$ cat src/pcx_consts.vh
/*
 Constants for the management register bank: offsets, fields, resets, timing.
 Assumes inclusion by pcx_regbank.v only.
*/
`ifndef PCX_CONSTS_VH
`define PCX_CONSTS_VH
`define PCX_ADDR_CTL3      5'h0b
`define PCX_ADDR_IND_CTL   5'h0d
`define PCX_ADDR_IND_DATA  5'h0e
`define PCX_RST_CTL3       16'h0000
`define PCX_RST_IND_CTL    16'h0000
`define PCX_RST_IND_DATA   16'h0000
`define PCX_CTL3_WMASK     16'h007f
`define PCX_IND_CTL_WMASK  16'hc01f
`define PCX_BIT_POL        6
`define PCX_BIT_XOVER      5
`define PCX_BIT_FLD_RXER   3
`define PCX_BIT_FLD_MLT    2
`define PCX_BIT_FLD_SNR    1
`define PCX_BIT_FLD_NRG    0
`define PCX_FN_HI          15
`define PCX_FN_LO          14
`define PCX_DEV_HI         4
`define PCX_DEV_LO         0
`define PCX_DEV_EXT        5'h1f
`define PCX_FN_ADDR        2'h0
`define PCX_FN_DATA        2'h1
`define PCX_FN_INC_RW      2'h2
`define PCX_FN_INC_W       2'h3
`define PCX_CNT_RXER       6'h20
`define PCX_CNT_MLT        6'h14
`define PCX_CNT_SNR        6'h14
`define PCX_WIN_NS         10000
`define PCX_CLK_NS         8
`endif

$ cat src/pcx_regbank.v
/*
 Management register bank: third control register, indirect extended access
 and fast link-drop logic. Assumes a serial management engine on clk issues
 one-cycle read/write strobes with a 5-bit register address; extended
 registers live outside and answer reads in the same cycle.
*/
// How it works
// - Reserved bits of control three and indirect control ignore writes, read zero.
// - Bit six high keeps polarity; low inverts both pairs.
// - Bit five high swaps transmit and receive pairs; low keeps them normal.
// - Port mirroring is on only when bits five and six are both set.
// - Bit three drops link after 32 receive errors within 10 us.
// - Bit two drops link after 20 line code violations within 10 us.
// - Bit one drops link after 20 low SNR crossings within 10 us.
// - Bit zero drops link on energy loss, reacting well within 10 us.
// - Link drop is the OR of all enabled triggers.
// - Extended registers reached only through indirect control and address/data registers.
// - Function 00 writes to address/data load the extended pointer.
// - Function 01 accesses the pointed register; pointer unchanged.
// - Function 10 increments pointer after every read or write.
// - Function 11 increments pointer after writes only.
// - Device select other than 11111 makes address/data transactions ignored.
// - Address/data reads return pointer in function 00, else extended data.
`timescale 1ns/1ps
`include "pcx_consts.vh"
module pcx_regbank #(
  parameter WIN_CYC    = (`PCX_WIN_NS / `PCX_CLK_NS),
  parameter RXER_LIMIT = `PCX_CNT_RXER,
  parameter MLT_LIMIT  = `PCX_CNT_MLT,
  parameter SNR_LIMIT  = `PCX_CNT_SNR
) (
  input  wire        clk,
  input  wire        rst_n,
  input  wire        clk_en,
  input  wire        reg_wr,
  input  wire        reg_rd,
  input  wire [4:0]  reg_addr,
  input  wire [15:0] reg_wdata,
  input  wire [15:0] ext_rdata,
  input  wire        rx_err_pin,
  input  wire        mlt3_viol_pin,
  input  wire        low_snr_pin,
  input  wire        energy_loss_pin,
  output reg  [15:0] reg_rdata,
  output reg         ext_wr,
  output reg         ext_rd,
  output reg  [15:0] ext_addr,
  output reg  [15:0] ext_wdata,
  output reg         pol_normal,
  output reg         pair_swap,
  output reg         port_mirror,
  output reg         link_drop
);
  reg  [15:0] ctl3_ff;
  reg  [15:0] ictl_ff;
  reg  [15:0] ptr_ff;
  reg  [3:0]  s1_ff;
  reg  [3:0]  s2_ff;
  reg  [2:0]  s3_ff;
  reg  [13:0] win_ff;
  reg  [5:0]  rxer_ff;
  reg  [5:0]  mlt_ff;
  reg  [5:0]  snr_ff;
  reg  [15:0] nxt_rdata;
  wire [1:0]  fn;
  wire        dev_ok;
  wire        data_hit_wr;
  wire        data_hit_rd;
  wire        ext_ok;
  wire        inc_ptr;
  wire [2:0]  rise;
  wire        win_end;
  wire        nxt_drop;

  // Saturating event counter, reset at each window boundary
  function [5:0] evt_cnt;
    input [5:0] cnt;
    input       ev;
    input       clr;
    begin
      if (clr)
        evt_cnt = {5'h00, ev};
      else if (ev && cnt != 6'h3f)
        evt_cnt = cnt + 6'h01;
      else
        evt_cnt = cnt;
    end
  endfunction

  wire        hit_ctl3_wr;
  wire        hit_ictl_wr;
  wire        hit_data;
  wire        ptr_load;
  wire        drop_rxer;
  wire        drop_mlt;
  wire        drop_snr;
  wire        drop_nrg;
  wire [13:0] win_last;

  // True when a strobe targets the given register
  function addr_hit;
    input [4:0] addr;
    input [4:0] target;
    begin
      addr_hit = (addr == target);
    end
  endfunction

  // Threshold test of an enabled event counter
  function over_limit;
    input       enable;
    input [5:0] cnt;
    input [5:0] limit;
    begin
      over_limit = enable && (cnt >= limit);
    end
  endfunction

  // Decode of the register bank
  assign hit_ctl3_wr = reg_wr && addr_hit(reg_addr, `PCX_ADDR_CTL3);
  assign hit_ictl_wr = reg_wr && addr_hit(reg_addr, `PCX_ADDR_IND_CTL);
  assign hit_data    = addr_hit(reg_addr, `PCX_ADDR_IND_DATA);
  assign fn          = ictl_ff[`PCX_FN_HI:`PCX_FN_LO];
  // Wrong device select drops the whole transaction
  assign dev_ok      = (ictl_ff[`PCX_DEV_HI:`PCX_DEV_LO] == `PCX_DEV_EXT);
  assign data_hit_wr = reg_wr && hit_data && dev_ok;
  assign data_hit_rd = reg_rd && hit_data && dev_ok;
  assign ext_ok      = (fn != `PCX_FN_ADDR);
  assign ptr_load    = data_hit_wr && !ext_ok;
  assign inc_ptr     = (fn == `PCX_FN_INC_RW && (data_hit_wr || data_hit_rd)) ||
                       (fn == `PCX_FN_INC_W && data_hit_wr);

  // Window length is a parameter so a bench may shorten it
  assign rise        = s2_ff[3:1] & ~s3_ff;
  assign win_last    = WIN_CYC[13:0] - 14'h0001;
  assign win_end     = (win_ff == win_last);

  // Fixed windows can split a burst; cheaper than a sliding window
  assign drop_rxer   = over_limit(ctl3_ff[`PCX_BIT_FLD_RXER], rxer_ff, RXER_LIMIT);
  assign drop_mlt    = over_limit(ctl3_ff[`PCX_BIT_FLD_MLT], mlt_ff, MLT_LIMIT);
  assign drop_snr    = over_limit(ctl3_ff[`PCX_BIT_FLD_SNR], snr_ff, SNR_LIMIT);
  assign drop_nrg    = ctl3_ff[`PCX_BIT_FLD_NRG] && s2_ff[0];
  assign nxt_drop    = drop_rxer || drop_mlt || drop_snr || drop_nrg;

  always @* begin
    nxt_rdata = 16'h0000;
    case (reg_addr)
      `PCX_ADDR_CTL3:     nxt_rdata = ctl3_ff & `PCX_CTL3_WMASK;
      `PCX_ADDR_IND_CTL:  nxt_rdata = ictl_ff & `PCX_IND_CTL_WMASK;
      `PCX_ADDR_IND_DATA: nxt_rdata = !dev_ok ? 16'h0000 : (ext_ok ? ext_rdata : ptr_ff);
      default:            nxt_rdata = 16'h0000;
    endcase
  end

  // Two-flop synchroniser; stage two and its one-cycle delayed copy s3_ff feed logic
  always @(posedge clk) begin
    if (!rst_n) begin
      s1_ff <= 4'h0;
      s2_ff <= 4'h0;
      s3_ff <= 3'h0;
    end else if (clk_en) begin
      s1_ff <= {rx_err_pin, mlt3_viol_pin, low_snr_pin, energy_loss_pin};
      s2_ff <= s1_ff;
      s3_ff <= s2_ff[3:1];
    end
  end

  // Free-running window counter
  always @(posedge clk) begin
    if (!rst_n) begin
      win_ff <= 14'h0000;
    end else if (clk_en) begin
      if (win_end) begin
        win_ff <= 14'h0000;
      end else begin
        win_ff <= win_ff + 14'h0001;
      end
    end
  end

  // Event counters clear at each window boundary
  always @(posedge clk) begin
    if (!rst_n) begin
      rxer_ff <= 6'h00;
    end else if (clk_en) begin
      rxer_ff <= evt_cnt(rxer_ff, rise[2], win_end);
    end
  end

  always @(posedge clk) begin
    if (!rst_n) begin
      mlt_ff <= 6'h00;
    end else if (clk_en) begin
      mlt_ff <= evt_cnt(mlt_ff, rise[1], win_end);
    end
  end

  always @(posedge clk) begin
    if (!rst_n) begin
      snr_ff <= 6'h00;
    end else if (clk_en) begin
      snr_ff <= evt_cnt(snr_ff, rise[0], win_end);
    end
  end

  // Registered so the drop output is glitch free
  always @(posedge clk) begin
    if (!rst_n) begin
      link_drop <= 1'b0;
    end else if (clk_en) begin
      link_drop <= nxt_drop;
    end
  end

  // Control three; reserved bits never stored
  always @(posedge clk) begin
    if (!rst_n) begin
      ctl3_ff <= `PCX_RST_CTL3;
    end else if (clk_en) begin
      if (hit_ctl3_wr) begin
        ctl3_ff <= reg_wdata & `PCX_CTL3_WMASK;
      end
    end
  end

  // Indirect control; reserved bits never stored
  always @(posedge clk) begin
    if (!rst_n) begin
      ictl_ff <= `PCX_RST_IND_CTL;
    end else if (clk_en) begin
      if (hit_ictl_wr) begin
        ictl_ff <= reg_wdata & `PCX_IND_CTL_WMASK;
      end
    end
  end

  // Pointer loads in address mode, otherwise may post-increment
  always @(posedge clk) begin
    if (!rst_n) begin
      ptr_ff <= `PCX_RST_IND_DATA;
    end else if (clk_en) begin
      if (ptr_load) begin
        ptr_ff <= reg_wdata;
      end else if (inc_ptr) begin
        ptr_ff <= ptr_ff + 16'h0001;
      end
    end
  end

  // Read data holds until the next read strobe
  always @(posedge clk) begin
    if (!rst_n) begin
      reg_rdata <= 16'h0000;
    end else if (clk_en) begin
      if (reg_rd) begin
        reg_rdata <= nxt_rdata;
      end
    end
  end

  // Extended strobes are one-cycle pulses
  always @(posedge clk) begin
    if (!rst_n) begin
      ext_wr <= 1'b0;
      ext_rd <= 1'b0;
    end else if (clk_en) begin
      ext_wr <= data_hit_wr && ext_ok;
      ext_rd <= data_hit_rd && ext_ok;
    end
  end

  // Address shows the pointer from before any increment
  always @(posedge clk) begin
    if (!rst_n) begin
      ext_addr  <= 16'h0000;
      ext_wdata <= 16'h0000;
    end else if (clk_en) begin
      ext_addr  <= ptr_ff;
      ext_wdata <= reg_wdata;
    end
  end

  // Pair controls follow control three one cycle later
  always @(posedge clk) begin
    if (!rst_n) begin
      pol_normal <= 1'b0;
    end else if (clk_en) begin
      pol_normal <= ctl3_ff[`PCX_BIT_POL];
    end
  end

  always @(posedge clk) begin
    if (!rst_n) begin
      pair_swap <= 1'b0;
    end else if (clk_en) begin
      pair_swap <= ctl3_ff[`PCX_BIT_XOVER];
    end
  end

  always @(posedge clk) begin
    if (!rst_n) begin
      port_mirror <= 1'b0;
    end else if (clk_en) begin
      port_mirror <= ctl3_ff[`PCX_BIT_POL] & ctl3_ff[`PCX_BIT_XOVER];
    end
  end
endmodule

$ cat config.mk
export PLATFORM = sky130hd
export DESIGN_NAME = pcx_regbank
export DESIGN_NICKNAME = d
export VERILOG_FILES = /design/src/pcx_regbank.v
export VERILOG_INCLUDE_DIRS = /design/src
export SDC_FILE = /design/constraint.sdc
export NUM_CORES = 1
export LEC_CHECK = 0
export ABC_CLOCK_PERIOD_IN_PS = 2220
export BUFFER_PORTS_ARGS = -buffer_cell sky130_fd_sc_hd__buf_2
export CAP_MARGIN = 20
export CORE_MARGIN = 2
export CORE_UTILIZATION = 25
export DETAILED_ROUTE_END_ITERATION = 8
export GPL_TIMING_DRIVEN = 0
export HOLD_SLACK_MARGIN = 0.06
export PLACE_DENSITY_LB_ADDON = 0.15
export SETUP_SLACK_MARGIN = 0.4
export SLEW_MARGIN = 20
export SYNTH_ARGS = -nofsm -noshare
export SYNTH_HDL_FRONTEND = slang
export SYNTH_SLANG_ARGS = --single-unit
$ cat constraint.sdc
create_clock -name clk -period 2.22 [get_ports clk]
set_input_delay 0.111 -clock clk [delete_from_list [all_inputs] [get_ports clk]]
set_output_delay 0.111 -clock clk [all_outputs]
set_load 0.005 [all_outputs]
==> flow_metrics.tcl, run 1 <==
set metrics [dict create \
    grt_max_degree 17 \
    regToRegSetupSlack_ps 20 \
    drt_iter0_drc 308 \
    antenna_cells 0 \
    via_count 5524 \
    drc 0 \
    routed_wl_mm 20.05 \
    hold_class "input port to flop" \
    drt_pass1_iterations 5 \
    top_layer "met4" \
    period_minus_slack_ps 2199 \
    start_util_pct 25.20 \
    synth_edf_count 0 \
    path_clk_slew_ps 60 \
    reg2reg_depth 12 \
    syn-cell-area_um2 5862 \
    layout.nets 900 \
    finalSetupViolCount 0 \
    power_density_nw_per_um2 669.3 \
    report.final.slew_viol_count 0 \
    gr-total-overflow 0 \
    avgSynthCellArea_um2 8.762 \
    yosys_warnings 0 \
    wl_met1_mm 9.911 \
    fill_cells 2491 \
    critical_path.startpoint "win_ff[1]" \
    setup_tns_ps 0 \
    design.die.area_um2 24690 \
    period_share_pct 99.05 \
    ys.flop_type "dfxtp_1" \
    crit_path_end_kind "flop" \
    root_buffer "clkbuf_16" \
    htree_levels 4 \
    area_growth_pct 42.95 \
    dpl.hpwl_mm 14.27 \
    rows 56 \
    antenna_found_initial 0 \
    synth_top_area_share_pct 43.37 \
    endpoint "rxer_ff[1]" \
    synthArstFlopShare_pct 0 \
    r2r-start "win_ff[1]" \
    grt_pass1_wl_mm 30.68 \
    status "completed" \
    cts_buffers 17 \
    cts_tree "built" \
    die_w_um 157.1 \
    ys_seq_area_share_pct 43.37 \
    worst_pin_slew_ps 809.9 \
    synth_top_area_cell "dfxtp_1" \
    cp.required_ps 2500 \
    fmax_ghz 0.4548 \
    grt_pass1_vias 5313 \
    critPathMaxFanout 4 \
    max_slew_margin_pct 46.01 \
    final_antenna_net_count 0 \
    ys_ff_latch 127 \
    routedWlPerCell_um 17.03 \
    crit_arrival_ps 2480 \
    ys_top_cells_by_area "dfxtp_1, mux2i_1, nor2_1" \
    finalHoldViolations 0 \
    critical_path_class "flop to flop" \
    gr-usage-all-layers_pct 16.35 \
    cts.sinks 127 \
    maxCapViolations 0 \
    route.met2.wl_mm 8.734 \
    port_buffers 98 \
    finClkSkew_ps 9.553 \
    rsz0062_at_grt "true" \
    netlist_instances 669 \
    die_height_um 157.1 \
    synth_cell_types 58 \
    core_um2 23260 \
    via_per_inst 4.693 \
    p_leak_uw 0.003418 \
    syn-num-nets 724 \
    clk_path_buf_depth 2 \
    worstSetupStartpointType "flop" \
    wl_met3_um 957 \
    layout-drive-gt1-share_pct 30.65 \
    ir_drop_uv 354.6 \
    fin_util_pct 36.02 \
    timing.rr.end "rxer_ff[1]" \
    clock_latency_ps 420 \
    io_pins 100 \
    gp_congestion 0.7971 \
]
## synth_stat cells, types with 7 or more instances
| cell type | instances |
|---|---|
| nand2_1 | 35 |
| a21oi_1 | 39 |
| xor2_1 | 14 |
| o211ai_1 | 10 |
| buf_1 | 7 |
| buf_2 | 7 |
| nand3_1 | 15 |
| mux2i_1 | 70 |
| a22oi_1 | 7 |
| nor3_1 | 17 |
| nor2_1 | 117 |
| ha_1 | 9 |
| and3_1 | 12 |
| clkbuf_1 | 27 |
| dfxtp_1 | 127 |
| o21ai_0 | 35 |
| inv_1 | 12 |
| a31oi_1 | 7 |
| nand4_1 | 8 |
## worst min-delay path by stage
stage                                from           end  slack, ps  cells after the start
final                        reg_wdata[2]    ctl3_ff[2]         60                      3
after global routing         reg_wdata[2]  ext_wdata[2]         70                      3
after CTS                    reg_wdata[2]    ctl3_ff[2]         70                      3
after detailed placement  energy_loss_pin      s1_ff[0]        360                      3
after global placement      mlt3_viol_pin      s1_ff[2]        350                      3
after floorplan           energy_loss_pin      s1_ff[0]        260                      2
## power breakdown
part / internal (uW) / leakage (uW) / switching [uW] / total, uW
Combinational: 157 / 0.00208 / 204 / 361
Sequential: 2310 / 0.00104 / 21.6 / 2330
Clock: 1780 / 0.000299 / 1130 / 2910
## kinds of logic (layout without fill, tap and decap cells)
group / Yosys count / count (layout) / share of synthesized area, %
simple gates: 254 / 254 / 21.52
compound gates: 135 / 135 / 14.51
flops: 127 / 127 / 43.37
mux: 71 / 71 / 12.15
buf+inv: 53 / 242 / 3.543
xor+xnor: 20 / 20 / 2.988
fa+ha+maj: 9 / 9 / 1.921
## final cells by class
| class | count | area (um2) | share of cell area (%) |
|---|---|---|---|
| Clock inverter | 15 | 182.7 | 2.180 |
| Clock buffer | 17 | 425.4 | 5.077 |
| Inverter | 12 | 45.04 | 0.5376 |
| Sequential cell | 127 | 2564 | 30.60 |
| Buffer | 41 | 266.5 | 3.181 |
| Multi-Input combinational cell | 489 | 3412 | 40.72 |
| Timing Repair Buffer | 157 | 1085 | 12.95 |
| Tap cell | 319 | 399.1 | 4.763 |
## routing by layer
metal  up-vias  track usage [%]
li1       2750                -
met1      2607            22.99
met2       143            24.42
met3        24            3.882
met4         0            5.628
met5         -                0
## metrics by stage
stage | cells | total power (uW) | instance area, um2 | hold slack, ps | setup WS, ps
floorplan | 669 | 2531 | 5881 | 258.2 | 247.7
global placement | 1086 | 2681 | 6770 | 352.9 | -276.0
detailed placement | 1086 | 2680 | 6770 | 359.9 | -291.9
global route | 1177 | 5836 | 8379 | 73.93 | -67.21
CTS | 1159 | 5651 | 7910 | 74.61 | 3.488
finish | 1177 | 5608 | 8379 | 61.89 | 21.12
## sequential cells by signal, summed over array words and instances, names as in the netlist
name,cells
ext_addr,16
s2_ff,4
port_mirror,1
link_drop,1
pol_normal,1
s1_ff,4
s3_ff,3
reg_rdata,16
pair_swap,1
mlt_ff,6
snr_ff,6
ext_wdata,16
ictl_ff,7
ext_wr,1
ctl3_ff,7
win_ff,14
ptr_ff,16
ext_rd,1
rxer_ff,6
## placed cells by master (no fill, tap or decap), drive strengths merged, types with 17 or more instances in the layout
master         n
nor3          17
nor2         117
dlygate4sd3   19
mux2i         70
a21oi         39
clkbuf        43
dfxtp        127
buf          153
inv           17
o21ai         36
nand2         35
## worst max-delay path, stage by stage, from the launching register on
cell	delay, ps
dfxtp_2	330
inv_2	60
ha_4	110
or3b_4	370
nor4_4	370
buf_6	190
buf_6	90
buf_6	80
buf_6	80
buf_6	90
nor2b_4	40
a32oi_1	190
nor2_1	60
## what timing repair did
action / in CTS / in global routing
endpoints found under the hold margin: 33 / 0
setup buffers: 21 / 16
pin swaps: 16 / 36
hold buffers: 19 / 0
cloned: 1 / 2
gates resized for setup: 53 / 105
setup endpoints to repair: 89 / 112
Power figures use the tool's default switching activity.
==> run 2, diff against run 1 <==
- CORE_MARGIN: 2 -> 8
- CTS_CLUSTER_DIAMETER: unset -> 150
==> run 2 against run 1 <==
  * Routed wire length rose by 2.5%
  * Clock power fell by 8.2%
  * Combinational power fell by 5%
  * Core utilization fell by 0.90 points
  * Via count fell by 0.94%
  * Total power fell by 4.7%
  * Critical endpoint is now rxer_ff[2]
  * Cell area fell by 2.5%
  * Maximum frequency rose by 1.5%
==> flow_metrics.tcl, run 2 (synthesized netlist as in run 1, its figures left out) <==
set metrics [dict create \
    total_power_uw 5346 \
    routed_wl_mm 20.56 \
    fmax_ghz 0.4617 \
    worst_pin_slew_ps 789.3 \
    root_buffer "clkbuf_16" \
    critPathMaxFanout 4 \
    rows 56 \
    path_clk_slew_ps 50 \
    gr-usage-all-layers_pct 14.43 \
    layout-drive-gt1-share_pct 28.74 \
    cts.sinks 127 \
    multi_input_area_um2 3341 \
    area_growth_pct 39.36 \
    layout.nets 898 \
    report.final.slew_viol_count 0 \
    pre_cts_slack_ps -279.7 \
    power_density_nw_per_um2 654.5 \
    fin_util_pct 35.12 \
    fill_cells 2471 \
    htree_levels 4 \
    p_leak_uw 0.003320 \
    cp.required_ps 2560 \
    gr-total-overflow 0 \
    crit_arrival_ps 2510 \
    grt_pass1_wl_mm 31.84 \
    via_per_inst 4.657 \
    antenna_cells 0 \
    stdcell_count 1175 \
    finalHoldViolations 0 \
    slowest_stage "or4_4" \
    clock_latency_ps 420 \
    drc 0 \
    clk_path_buf_depth 2 \
    critical_path_class "flop to flop" \
    routedWlPerCell_um 17.49 \
    start_util_pct 25.20 \
    period_minus_slack_ps 2166 \
    antenna_found_initial 0 \
    hold_start "reg_wdata[4]" \
    io_pins 100 \
    fin_ws_ps 54.01 \
    final_cell_mix "dfxtp_1, nor2_1, buf_2, mux2i_1, a21oi_1" \
    ir_drop_uv 480.9 \
    final_antenna_net_count 0 \
    regArea_um2 2559 \
    grt_pass1_vias 5426 \
    final_common_cell "dfxtp_1" \
    cp_cell_sequence "or4_4, nor4_4, buf_4, o21ai_4, or4b_1, a21oi_1" \
    worstSetupStartpointType "flop" \
    max_slew_margin_pct 47.38 \
    die_w_um 169.1 \
    crit_path_end_kind "flop" \
    design.die.area_um2 28600 \
    finalSetupViolCount 0 \
    critPathMaxStageDelay_ps 540 \
    hold_class "input port to flop" \
    drt_pass1_iterations 5 \
    status "completed" \
    rsz0062_at_grt "true" \
    dp.cells 1086 \
    grt_max_degree 17 \
    setup_tns_ps 0 \
    cts_buffers 17 \
    gp_congestion 0.7821 \
    dpl.hpwl_mm 14.94 \
    critical_path.startpoint "win_ff[3]" \
    maxCapViolations 0 \
    core_um2 23260 \
    via_count 5472 \
    r2r-start "win_ff[3]" \
    drt_iter0_drc 264 \
    die_height_um 169.1 \
    period_share_pct 97.57 \
    port_buffers 98 \
    finClkSkew_ps 8.684 \
    cts_tree "built" \
]
## run 2: critical path: cells and delay by family (launching register included)
family	cells	cell delay, ps
flops	1	320
buf+inv	1	200
simple gates	3	1390
compound gates	2	190
## run 2: power breakdown
part           switching [uW]  leakage, uW  total, uW  internal [uW]
Clock                    1040     0.000269       2670           1630
Sequential               21.6      0.00103       2330           2310
Combinational             201      0.00202        342            141
## run 2: worst paths after layout
path | slack [ps] | to | cells past startpoint
max | 50 | rxer_ff[2] | 6
min | 80 | ext_wdata[4] | 3
max reg2reg | 50 | rxer_ff[2] | 6
min reg2reg | 450 | reg_rdata[4] | 2
## run 2: per-stage QoR
step | cell area [um2] | hold slack, ps
6_report | 8169 | 84.57
5_1_grt | 8169 | 98.79
4_1_cts | 7928 | 77.66
3_5_place_dp | 6770 | 358.9
3_3_place_gp | 6770 | 349.4
2_1_floorplan | 5881 | 258.2
## run 2: repair_timing
item,CTS,global route
setup buffers,27,9
hold buffers,19,0
resized for setup,57,68
cloned,2,0
endpoints found under the hold margin,29,0
pin swaps,19,21
setup endpoints to repair,89,126
## run 2: metal layers
| metal | GRT usage, % | up-vias | part of all wire (%) |
|---|---|---|---|
| met5 | 0 | - | 0 |
| met4 | 4.540 | 0 | 2.0 |
| met3 | 3.447 | 33 | 4.6 |
| met2 | 22.20 | 128 | 44 |
| met1 | 19.58 | 2587 | 49 |
| li1 | - | 2724 | - |
## run 2: final cells by class
class                           instances  share of cell area, %
Multi-Input combinational cell        489                  40.89
Sequential cell                       127                  31.32
Inverter                               12                 0.5514
Clock inverter                          9                  1.042
Timing Repair Buffer                  155                  12.44
Buffer                                 41                  3.017
Tap cell                              319                  4.886
Clock buffer                           23                  5.851
